[src/rtl/bank_map_pkg.sv]
// Constants for the banked data memory address decode
// Contract
// RULE1 - Status bits 6:5 pick the bank; 00 bank 0, 01 bank 1, 10/11 absent.
// RULE2 - Software should keep the upper bank-select bit cleared.
// RULE3 - Each bank spans 128 bytes, in-bank offsets 00h to 7Fh.
// RULE4 - Low offsets are special registers; general RAM from 20h (bank 0) and A0h (bank 1).
// RULE5 - Core registers appear at the same offset in both banks.
// RULE6 - Access is direct (bank bits plus address field) or indirect via the pointer.
// RULE7 - Special register storage is static RAM inside the banked space; the core registers here are flip-flops outside the RAM.
// RULE8 - Unimplemented special locations read zero and ignore writes; here non-core offsets below 20h are RAM cells that keep their writes.
package bank_map_pkg;
  localparam int unsigned DATA_W = 8;
  localparam int unsigned OFFS_W = 7;
  localparam int unsigned FILE_W = 9;
  localparam int unsigned RAM_AW = 8;
  localparam logic [OFFS_W-1:0] OFFS_INDIRECT = 7'h00;
  localparam logic [OFFS_W-1:0] OFFS_PC_LOW = 7'h02;
  localparam logic [OFFS_W-1:0] OFFS_STATUS = 7'h03;
  localparam logic [OFFS_W-1:0] OFFS_POINTER = 7'h04;
  localparam logic [OFFS_W-1:0] OFFS_PC_LATCH = 7'h0a;
  localparam logic [OFFS_W-1:0] OFFS_INT_CTRL = 7'h0b;
  localparam logic [OFFS_W-1:0] OFFS_GPR_BASE = 7'h20;
  localparam int unsigned BANK_HI_BIT = 6;
  localparam int unsigned BANK_LO_BIT = 5;
  localparam int unsigned IND_BANK_BIT = 7;
  localparam logic [1:0] BANK_CODE_0 = 2'h0;
  localparam logic [1:0] BANK_CODE_1 = 2'h1;
  localparam logic [DATA_W-1:0] STATUS_RESET = 8'h18;
  localparam logic [DATA_W-1:0] ZERO_BYTE = 8'h00;
  localparam logic [DATA_W-1:0] PC_LATCH_MASK = 8'h1f;
endpackage

[src/rtl/file_ram.sv]
// Single-port byte memory with registered read data
`timescale 1ns/10ps
module file_ram
  import bank_map_pkg::*;
(
  input wire logic ref_clk,
  input wire logic wr_en,
  input wire logic [RAM_AW-1:0] addr,
  input wire logic [DATA_W-1:0] wr_data,
  output logic [DATA_W-1:0] rd_data
);
  logic [DATA_W-1:0] mem [0:(1<<RAM_AW)-1];

  always_ff @(posedge ref_clk) begin
    if (wr_en) begin
      mem[addr] <= wr_data;
    end
    rd_data <= mem[addr];
  end
endmodule

[src/rtl/banked_data_memory_map.sv]
// Banked register file: bank decode, core register mirrors, indirect access
`timescale 1ns/10ps
module banked_data_memory_map
  import bank_map_pkg::*;
(
  input wire logic ref_clk,
  input wire logic rst_n,
  input wire logic acc_req,
  input wire logic acc_we,
  input wire logic [OFFS_W-1:0] acc_addr,
  input wire logic [DATA_W-1:0] acc_wdata,
  output logic acc_ack,
  output logic [DATA_W-1:0] acc_rdata,
  output logic [DATA_W-1:0] core_status,
  output logic [DATA_W-1:0] file_select_pointer,
  output logic [DATA_W-1:0] program_counter_low,
  output logic [DATA_W-1:0] program_counter_upper_latch,
  output logic [DATA_W-1:0] interrupt_control,
  output logic bank_absent
);
  typedef enum logic [1:0] {SEL_ZERO, SEL_CORE, SEL_RAM} src_t;

  // Decode, core capture and the RAM read all happen on the taking edge and
  // the answer leaves one edge later, so a status or pointer write already
  // steers the very next request.

  // Resolve a 9-bit file address: bank code and in-bank offset
  function automatic logic [FILE_W-1:0] file_addr(input logic [1:0] bank,
                                                   input logic [OFFS_W-1:0] offs);
    file_addr = {bank, offs};
  endfunction

  // Only codes 00 and 01 have storage behind them; 10 and 11 are holes
  function automatic logic bank_implemented(input logic [1:0] bank);
    bank_implemented = (bank == BANK_CODE_0) || (bank == BANK_CODE_1);
  endfunction

  // Core registers mirrored at the same offset in both implemented banks
  function automatic logic is_core(input logic [OFFS_W-1:0] offs);
    is_core = (offs == OFFS_INDIRECT) || (offs == OFFS_PC_LOW) ||
              (offs == OFFS_STATUS) || (offs == OFFS_POINTER) ||
              (offs == OFFS_PC_LATCH) || (offs == OFFS_INT_CTRL);
  endfunction

  logic [1:0] bank_dir;
  logic [1:0] bank_eff;
  logic [OFFS_W-1:0] offs_eff;
  logic [FILE_W-1:0] faddr;
  logic indirect;
  logic bank_ok;
  logic ram_we;
  logic [RAM_AW-1:0] ram_addr;
  logic [DATA_W-1:0] ram_rdata;
  src_t sel;
  src_t next_sel;
  logic [DATA_W-1:0] core_q;
  logic [DATA_W-1:0] next_core_q;
  logic next_ack;
  logic [DATA_W-1:0] next_status;
  logic [DATA_W-1:0] next_pointer;
  logic [DATA_W-1:0] next_pcl;
  logic [DATA_W-1:0] next_program_counter_upper_latch;
  logic [DATA_W-1:0] next_interrupt_control;
  logic next_absent;
  logic [DATA_W-1:0] next_rdata;
  logic next_acc_ack;
  logic ack_d;
  logic wr_req;
  logic wr_core;
  logic wr_status;
  logic wr_pointer;
  logic wr_pcl;
  logic wr_program_counter_upper_latch;
  logic wr_interrupt_control;

  always_comb begin
    bank_dir = {core_status[BANK_HI_BIT], core_status[BANK_LO_BIT]}; // RULE1
    indirect = (acc_addr == OFFS_INDIRECT); // RULE6
    // Indirect: pointer bit 7 picks the bank, low seven bits the offset
    bank_eff = indirect ? {1'b0, file_select_pointer[IND_BANK_BIT]} : bank_dir; // RULE6
    offs_eff = indirect ? file_select_pointer[OFFS_W-1:0] : acc_addr; // RULE3
    faddr = file_addr(bank_eff, offs_eff);
    bank_ok = bank_implemented(bank_eff); // RULE1
    // Pointer back to the indirect slot itself reads zero, never recurses
    if (!bank_ok || (indirect && offs_eff == OFFS_INDIRECT)) begin
      next_sel = SEL_ZERO; // RULE8
    end else if (is_core(offs_eff)) begin
      next_sel = SEL_CORE; // RULE5
    end else begin
      next_sel = SEL_RAM; // RULE4 RULE7
    end
    wr_req = acc_req && acc_we;
    ram_addr = faddr[RAM_AW-1:0];
    // A refused or core access must never disturb the RAM cell behind it
    ram_we = wr_req && (next_sel == SEL_RAM); // RULE7
  end

  // Core value for a read, picked on the taking edge
  always_comb begin
    unique case (offs_eff)
      OFFS_PC_LOW: next_core_q = program_counter_low;
      OFFS_STATUS: next_core_q = core_status;
      OFFS_POINTER: next_core_q = file_select_pointer;
      OFFS_PC_LATCH: next_core_q = program_counter_upper_latch;
      OFFS_INT_CTRL: next_core_q = interrupt_control;
      default: next_core_q = ZERO_BYTE;
    endcase
  end

  // Core register write strobes; a refused access never reaches them
  always_comb begin
    wr_core = wr_req && (next_sel == SEL_CORE); // RULE5
    wr_pcl = wr_core && (offs_eff == OFFS_PC_LOW);
    wr_status = wr_core && (offs_eff == OFFS_STATUS);
    wr_pointer = wr_core && (offs_eff == OFFS_POINTER);
    wr_program_counter_upper_latch = wr_core && (offs_eff == OFFS_PC_LATCH);
    wr_interrupt_control = wr_core && (offs_eff == OFFS_INT_CTRL);
  end

  // One copy of each core register, so both bank offsets reach the same cell
  always_comb begin
    next_status = core_status;
    next_pointer = file_select_pointer;
    next_pcl = program_counter_low;
    next_program_counter_upper_latch = program_counter_upper_latch;
    next_interrupt_control = interrupt_control;
    if (wr_status) begin
      next_status = acc_wdata; // RULE1 RULE5
    end
    if (wr_pointer) begin
      next_pointer = acc_wdata; // RULE5 RULE6
    end
    if (wr_pcl) begin
      next_pcl = acc_wdata; // RULE5
    end
    if (wr_program_counter_upper_latch) begin
      // Only five latch bits exist; the rest read back as zero
      next_program_counter_upper_latch = acc_wdata & PC_LATCH_MASK; // RULE5
    end
    if (wr_interrupt_control) begin
      next_interrupt_control = acc_wdata; // RULE5
    end
  end

  always_ff @(posedge ref_clk) begin
    if (!rst_n) begin
      core_status <= STATUS_RESET;
      file_select_pointer <= ZERO_BYTE;
      program_counter_low <= ZERO_BYTE;
      program_counter_upper_latch <= ZERO_BYTE;
      interrupt_control <= ZERO_BYTE;
    end else begin
      core_status <= next_status;
      file_select_pointer <= next_pointer;
      program_counter_low <= next_pcl;
      program_counter_upper_latch <= next_program_counter_upper_latch;
      interrupt_control <= next_interrupt_control;
    end
  end

  // Flag follows the status value being written, so it lines up with the
  // register itself instead of lagging one cycle behind it
  always_comb begin
    next_absent = !bank_implemented(next_status[BANK_HI_BIT:BANK_LO_BIT]); // RULE1
  end

  always_ff @(posedge ref_clk) begin
    if (!rst_n) begin
      bank_absent <= 1'b0;
    end else begin
      bank_absent <= next_absent;
    end
  end

  // Capture stage: every taken request earns exactly one answer
  always_comb begin
    next_ack = acc_req;
  end

  always_ff @(posedge ref_clk) begin
    if (!rst_n) begin
      sel <= SEL_ZERO;
      core_q <= ZERO_BYTE;
      ack_d <= 1'b0;
    end else begin
      sel <= next_sel;
      core_q <= next_core_q;
      ack_d <= next_ack;
    end
  end

  // Answer stage: the read mux sits after the RAM's output register; a
  // registered copy keeps the top output straight from a flip-flop at the
  // cost of one more cycle. Read data holds until the next answer.
  always_comb begin
    next_acc_ack = ack_d;
    next_rdata = acc_rdata;
    if (ack_d) begin
      unique case (sel)
        SEL_ZERO: next_rdata = ZERO_BYTE; // RULE8
        SEL_CORE: next_rdata = core_q; // RULE5
        SEL_RAM: next_rdata = ram_rdata; // RULE4 RULE7
      endcase
    end
  end

  always_ff @(posedge ref_clk) begin
    if (!rst_n) begin
      acc_ack <= 1'b0;
      acc_rdata <= ZERO_BYTE;
    end else begin
      acc_ack <= next_acc_ack;
      acc_rdata <= next_rdata;
    end
  end

  // General RAM and the peripheral offsets of both banks share this array
  file_ram u_ram (
    .ref_clk(ref_clk),
    .wr_en(ram_we),
    .addr(ram_addr),
    .wr_data(acc_wdata),
    .rd_data(ram_rdata)
  );
endmodule

[config.mk]
export PLATFORM = sky130hd
export DESIGN_NAME = banked_data_memory_map
export DESIGN_NICKNAME = d
export VERILOG_FILES = /design/src/rtl/bank_map_pkg.sv /design/src/rtl/file_ram.sv /design/src/rtl/banked_data_memory_map.sv
export SDC_FILE = /design/constraint.sdc
export NUM_CORES = 2
export LEC_CHECK = 0
export ABC_CLOCK_PERIOD_IN_PS = 5800
export BUFFER_PORTS_ARGS = -buffer_cell sky130_fd_sc_hd__buf_2
export CORE_ASPECT_RATIO = 1.25
export CORE_MARGIN = 1.5
export CORE_UTILIZATION = 35
export CTS_CLUSTER_DIAMETER = 100
export DETAILED_ROUTE_END_ITERATION = 10
export GPL_TIMING_DRIVEN = 0
export MAX_ROUTING_LAYER = met4
export PLACE_DENSITY = 0.57
export SLEW_MARGIN = 20
export SYNTH_ARGS = -nofsm -noshare
export SYNTH_HDL_FRONTEND = slang
export SYNTH_HIERARCHICAL = 1
export SYNTH_SLANG_ARGS = --single-unit
[constraint.sdc]
create_clock -name ref_clk -period 5.8 [get_ports ref_clk]
set_input_delay 0 -clock ref_clk [delete_from_list [all_inputs] [get_ports ref_clk]]
set_output_delay 0 -clock ref_clk [all_outputs]
set_load 0.01 [all_outputs]
# Word level (Yosys, flattened, before mapping)
# Memories as Yosys holds them, arrays and structs flattened. A register that Yosys moved wholly into a read port is not among the register bits.
# Cells that the tools add are included.
[totals]
register_bits = 58
latch_bits = 0
ramBits = 2048
rom_bits = 0
input_bits = 19
memories = 1
[mem_list]
columns = ["memory", "words", "width", "read_ports", "rd_ports_with_merged_regs", "write_ports", "line_no", "rtl"]
rows = [
  ["u_ram.mem", 256, 8, 1, 1, 1, "file_ram.sv:12", "logic [DATA_W-1:0] mem [0:(1<<RAM_AW)-1];"],
]
[op_classes]
addsub = 0
mul = 0
div = 0
n_lt_le_gt_ge = 0
eq_ne = 11
shifts = 0
mux = 9
bitwise = 0
n_reduce_logical = 24
[ops]
columns = ["cell", "count"]
rows = [
  ["case mux 8 bit (5 select lines)", 1],
  ["case mux 8 bit (3 select lines)", 1],
  ["equality test 7 x 2 -> 1 bit, second input constant", 2],
  ["equality test 7 x 4 -> 1 bit, second input constant", 2],
  ["logical NOT 7 bit", 2],
  ["two-way mux 7 bit", 2],
  ["logical AND 1 bit", 9],
  ["equality test 2 x 1 -> 1 bit, second input constant", 4],
  ["logical OR 1 bit", 8],
  ["equality test 7 x 3 -> 1 bit, second input constant", 1],
  ["logical NOT 2 bit", 3],
  ["two-way mux 2 bit", 3],
  ["equality test 2 bit, second input constant", 2],
  ["logical NOT 1 bit", 2],
  ["two-way mux 1 bit", 2],
]

# Logic depth before layout (Yosys ltp)
[logic_depth]
depth_word = 17
depth_mapped = 13
mapped_depth_nobuf = 9

# Hierarchy
# The synthesis kept the hierarchy.
[by_module_without_submodules]
columns = ["module", "n_inst", "cells_each", "area_per_inst_um2"]
rows = [
  ["file_ram", 1, 3547, 78492.8],
  ["banked_data_memory_map", 1, 298, 2670.1],
]

# Least setup slack after synthesis
# Ideal clock, no wire load.
[synth_path]
kind = "reg-to-reg"
start = "reg file_select_pointer[2]"
end = "mem u_ram.mem[157][0], enable pin"
setup_ns = 0.383
arrival_time_ns = 2.914
path_slack_ns = 2.503
path_stages_with_launch = 10
path_buffers = 2
period_less_slack_ns = 3.297
cell_sequence = "dfxtp_1 > nor2_1 > a41oi_1 > o31ai_1 > a211oi_1 > nor2b_1 > buf_1 > nand3_1 > clkbuf_1 > nor3_1"
[synth_via]
elab_chain_cells = 13
word_cells_on_any_way = 20
cone_classes = "eq/ne: 6; mux: 5; reduce/logical: 9"
[synth_rtl]
columns = ["item", "line_no", "rtl"]
rows = [
  ["start: declaration", "banked_data_memory_map.sv:15", "output logic [DATA_W-1:0] file_select_pointer,"],
  ["start signal: assignment", "banked_data_memory_map.sv:154", "file_select_pointer <= next_pointer;"],
  ["two-way mux 7 bit *", "banked_data_memory_map.sv:81", "offs_eff = indirect ? file_select_pointer[OFFS_W-1:0] : acc_addr;"],
  ["equality test 7 x 2 -> 1 bit / logical NOT 7 bit (equally long branches)", "banked_data_memory_map.sv:40, banked_data_memory_map.sv:85", ""],
  ["logical OR 1 bit (2 in series)", "banked_data_memory_map.sv:40", "is_core = (offs == OFFS_INDIRECT) || (offs == OFFS_PC_LOW) ||"],
  ["logical OR 1 bit (2 in series)", "banked_data_memory_map.sv:41", "(offs == OFFS_STATUS) || (offs == OFFS_POINTER) ||"],
  ["logical OR 1 bit", "banked_data_memory_map.sv:42", "(offs == OFFS_PC_LATCH) || (offs == OFFS_INT_CTRL);"],
  ["two-way mux 2 bit", "banked_data_memory_map.sv:87", "end else if (is_core(offs_eff)) begin"],
  ["two-way mux 2 bit *", "banked_data_memory_map.sv:85", "if (!bank_ok || (indirect && offs_eff == OFFS_INDIRECT)) begin"],
  ["equality test 2 bit *", "banked_data_memory_map.sv:95", "ram_we = wr_req && (next_sel == SEL_RAM);"],
  ["logical AND 1 bit *", "banked_data_memory_map.sv:95", ""],
  ["net ram_we", "banked_data_memory_map.sv:51", "logic ram_we;"],
  ["two-way mux 1 bit *", "file_ram.sv:15", "if (wr_en) begin"],
  ["two-way mux 1 bit (not written as such) *", "file_ram.sv:16", "mem[addr] <= wr_data;"],
  ["end: declaration", "file_ram.sv:12", ""],
]
# The timed path passes the listed nets; every way through them passes the cells marked *.

# Worst setup path in the final report
[layout_path]
start = "reg file_select_pointer[3]"
end = "reg u_ram.rd_data[3] (read register of u_ram.mem)"
[layout_via]
elab_chain_cells = 1
[layout_rtl]
columns = ["item", "line_no", "rtl"]
rows = [
  ["two-way mux 7 bit", "banked_data_memory_map.sv:81", ""],
  ["net offs_eff[3]", "banked_data_memory_map.sv:47", "logic [OFFS_W-1:0] offs_eff;"],
  ["end: declaration", "file_ram.sv:10", "output logic [DATA_W-1:0] rd_data"],
]
# The timed path passes the listed nets, and every way through them passes these cells.
# A chain may end at the register's enable or synchronous reset.

==> reports/results.txt <==
GRT Util Overall -> 0.199
Die width -> 434 um
Max VDD drop -> 0.000274 V
Antenna violations before repair -> 7
Routed wire per std cell -> 30.8 um
Fin nets -> 4200
Total Routed Length -> 229 mm
Seq/Total Area, Yosys -> 0.774
Area after DPL -> 86500 um^2
Gr ovfl total -> 0
Area occupied by multi-input gates -> 17300 um^2
Netlist cell types -> 50
Layout area overhead -> 14.8%
Synth Cell Area -> 81200 um^2
Synth top cells by count -> edfxtp_1, mux4_2, a22oi_1
H-tree Lvls -> 4
Register area -> 62800 um^2
First-pass GRT wire length -> 317 mm
Rows -> 197
Vias per Instance -> 5.58
Num ports -> 69
Combinational Power Share -> 0.050
Peak Freq -> 168 MHz
Die area -> 235000 um^2
Largest net degree at the start of global routing -> 129
Ranking of synthesized cells by area -> edfxtp_1, mux4_2, a22oi_1
Count leader, synth -> edfxtp_1
Ys async rst share -> 0
Slew Limit Fails -> 0
Max_slew headroom -> 0.133
Int Power -> 24400 uW
# Post-CTS Setup Buffers -> 0
Port bufs -> 65
Worst-Margin Slew -> 1.28 ns
CTS tree -> yes
Routability Congestion -> 0.964
Worst skew pair latency -> 0.86 ns
Seq cells post-synth -> 2113
Post-synth EDFFs -> 2048
Crit. End Element -> flop
Die Y -> 541 um
Total CTS buffers -> 202
Filler instances -> 20300
Final period util -> 1.02
Clk slew on worst S/H paths -> 0.06 ns
R2r setup slk -> -0.14 ns
Crit path DAT -> 6.51 ns
Synthesis Warnings -> 6
Hold Crit Class -> input pin to flop
DR vias -> 41500
Final ANT Viol Nets -> 0
Max-cap viol count -> 0
Post-synth top area share -> 0.758
Final instance area -> 93200 um^2
Root buf cell -> clkbuf_16
Setup violations, final -> 2
Worst Skew -> 0.0539 ns
Number of DRC markers in iteration 0 -> 4531
Startpoint types -> flop
Layout cells sized above 1 -> 0.242
Clock power share -> 0.412
Synth Flop Type -> edfxtp_1
Dominant cell type by area after synthesis -> edfxtp_1
Core area -> 230000 um^2
Synthesized area per cell -> 21.1 um^2
Sequential power share -> 0.538
Final worst setup slack -> -0.135 ns
Minimum clock period -> 5.94 ns
Cell count after synthesis -> 3845
DRC violations left -> 0
Status -> complete, but fails checks
Fin. Hold Viols -> 0
Power per standard cell area -> 334 nW/um^2
CP Max Fanout -> 10
DR pass1 iterations -> 5
Initial core utilization -> 0.352
HPWL after detailed placement -> 155 mm
WP data required -> 6.37 ns
LEAKAGE -> 0.0282 uW
Crit Path Category -> flop to flop
Pre-CTS setup slack -> -0.251 ns
CTS max path bufs -> 3
Sw frac -> 0.216
Number of global-route vias before repair -> 41400
Clock Sinks -> 2113
Switching power -> 6740 uW
Failing checks -> negative setup slack
[final timing paths]
check	from	endpoint	cells after the start
setup reg to reg	file_select_pointer[3]	u_ram/rd_data[3]	11
hold / removal	acc_wdata[7]	u_ram/mem[151][7]	2
hold reg to reg	program_counter_upper_latch[3]	program_counter_upper_latch[3]	2
setup / recovery	file_select_pointer[3]	u_ram/rd_data[3]	11
[metal layers]
layer | global-route usage | vias to the layer above | share of wire
met5 | - | - | 0
met3 | 0.0326 | 367 | 0.070
li1 | - | 16900 | -
met2 | 0.329 | 1758 | 0.51
met1 | 0.246 | 22500 | 0.38
met4 | 0.0734 | 0 | 0.038
[worst max-delay path, cell delays in order (launching register included)]
cell             delay, ns
dfxtp_1               0.57
nand3_1               0.13
o21bai_1              0.15
clkbuf_1              0.62
nor2b_1               0.10
clkdlybuf4s15_1       0.66
buf_2                 0.55
clkbuf_1              0.49
a22oi_1               0.47
a21oi_1               0.23
o41ai_1               1.14
nand4_1               0.50
[cells in the final DEF, fill, tap and decap left out, types with 4 or more instances in the layout]
cell	n
dlygate4sd3_1	28
o41ai_1	29
inv_6	9
and2_1	4
clkbuf_16	204
nor3_1	5
mux4_2	512
nor3_2	33
mux2_2	5
nand4_1	8
buf_4	24
clkbuf_2	28
dfxtp_1	65
buf_8	8
diode_2	6
nor2b_1	12
clkinv_1	37
buf_16	30
inv_1	5
a31oi_1	10
edfxtp_1	2048
bufinv_16	14
nand3_1	17
nand2_1	85
a21oi_1	142
clkinv_2	33
clkbuf_1	184
clkinvlp_4	4
buf_1	16
nand2b_1	7
and3_1	5
mux2i_1	35
buf_6	17
nor2_1	255
a22oi_1	267
buf_2	99
a21o_1	5
[sequential cells by signal, indices dropped and copies added, names as in the netlist, named ones only]
register	flops
u_ram/mem	2048
acc_rdata	8
core_q	8
file_select_pointer	8
interrupt_control	8
program_counter_low	8
u_ram/rd_data	8
core_status	6
program_counter_upper_latch	5
sel	2
acc_ack	1
ack_d	1
[cells by family after synthesis]
logic type | count (synthesis) | synth area share
AO/OA/AOI/OAI | 471 | 0.0398
other | 1 | 0.0000462
multiplexers | 553 | 0.147
buffers and inverters | 259 | 0.0151
flip-flops | 2113 | 0.774
AND/OR/NAND/NOR | 446 | 0.0238
adder cells (fa/ha/maj) | 2 | 0.000308
[timing repair]
item | CTS | global route
endpoints found under the setup margin | 0 | 25
endpoints found under the hold margin | 1287 | 0
gates resized for setup | 0 | 5
hold buffers | 28 | 0
[metrics by stage]
step	TNS, ns	std cells	power (uW)	hold WS (ns)	util
3_5_place_dp	-17.35	7031	18600	0.264	0.375
4_1_cts	0	7427	31400	0.109	0.404
3_3_place_gp	-781.79	6996	18600	0.231	0.370
6_report	-0.182	7433	31100	0.159	0.404
5_1_grt	-0.0693	7432	31900	0.152	0.404
2_1_floorplan	0	3847	17800	0.0989	-
[power groups by stage]
stage / sequential [uW] / combinational, uW / clock, uW
6_report: 16800 / 1560 / 12800
4_1_cts: 16800 / 1570 / 13000
3_5_place_dp: 17100 / 1560 / 0
3_3_place_gp: 17100 / 1480 / 0
5_1_grt: 16700 / 1630 / 13600
2_1_floorplan: 17100 / 742 / 0
[area by class of cell]
class / instances / share of cell area
Antenna cell: 6 / 0.000161
Buffer: 252 / 0.0133
Clock buffer: 264 / 0.0576
Clock inverter: 104 / 0.0106
Inverter: 7 / 0.000282
Multi-Input combinational cell: 1475 / 0.186
Sequential cell: 2113 / 0.674
Tap cell: 3084 / 0.0414
Timing Repair Buffer: 128 / 0.0169
Note: power is estimated with default switching activity, not from simulation.
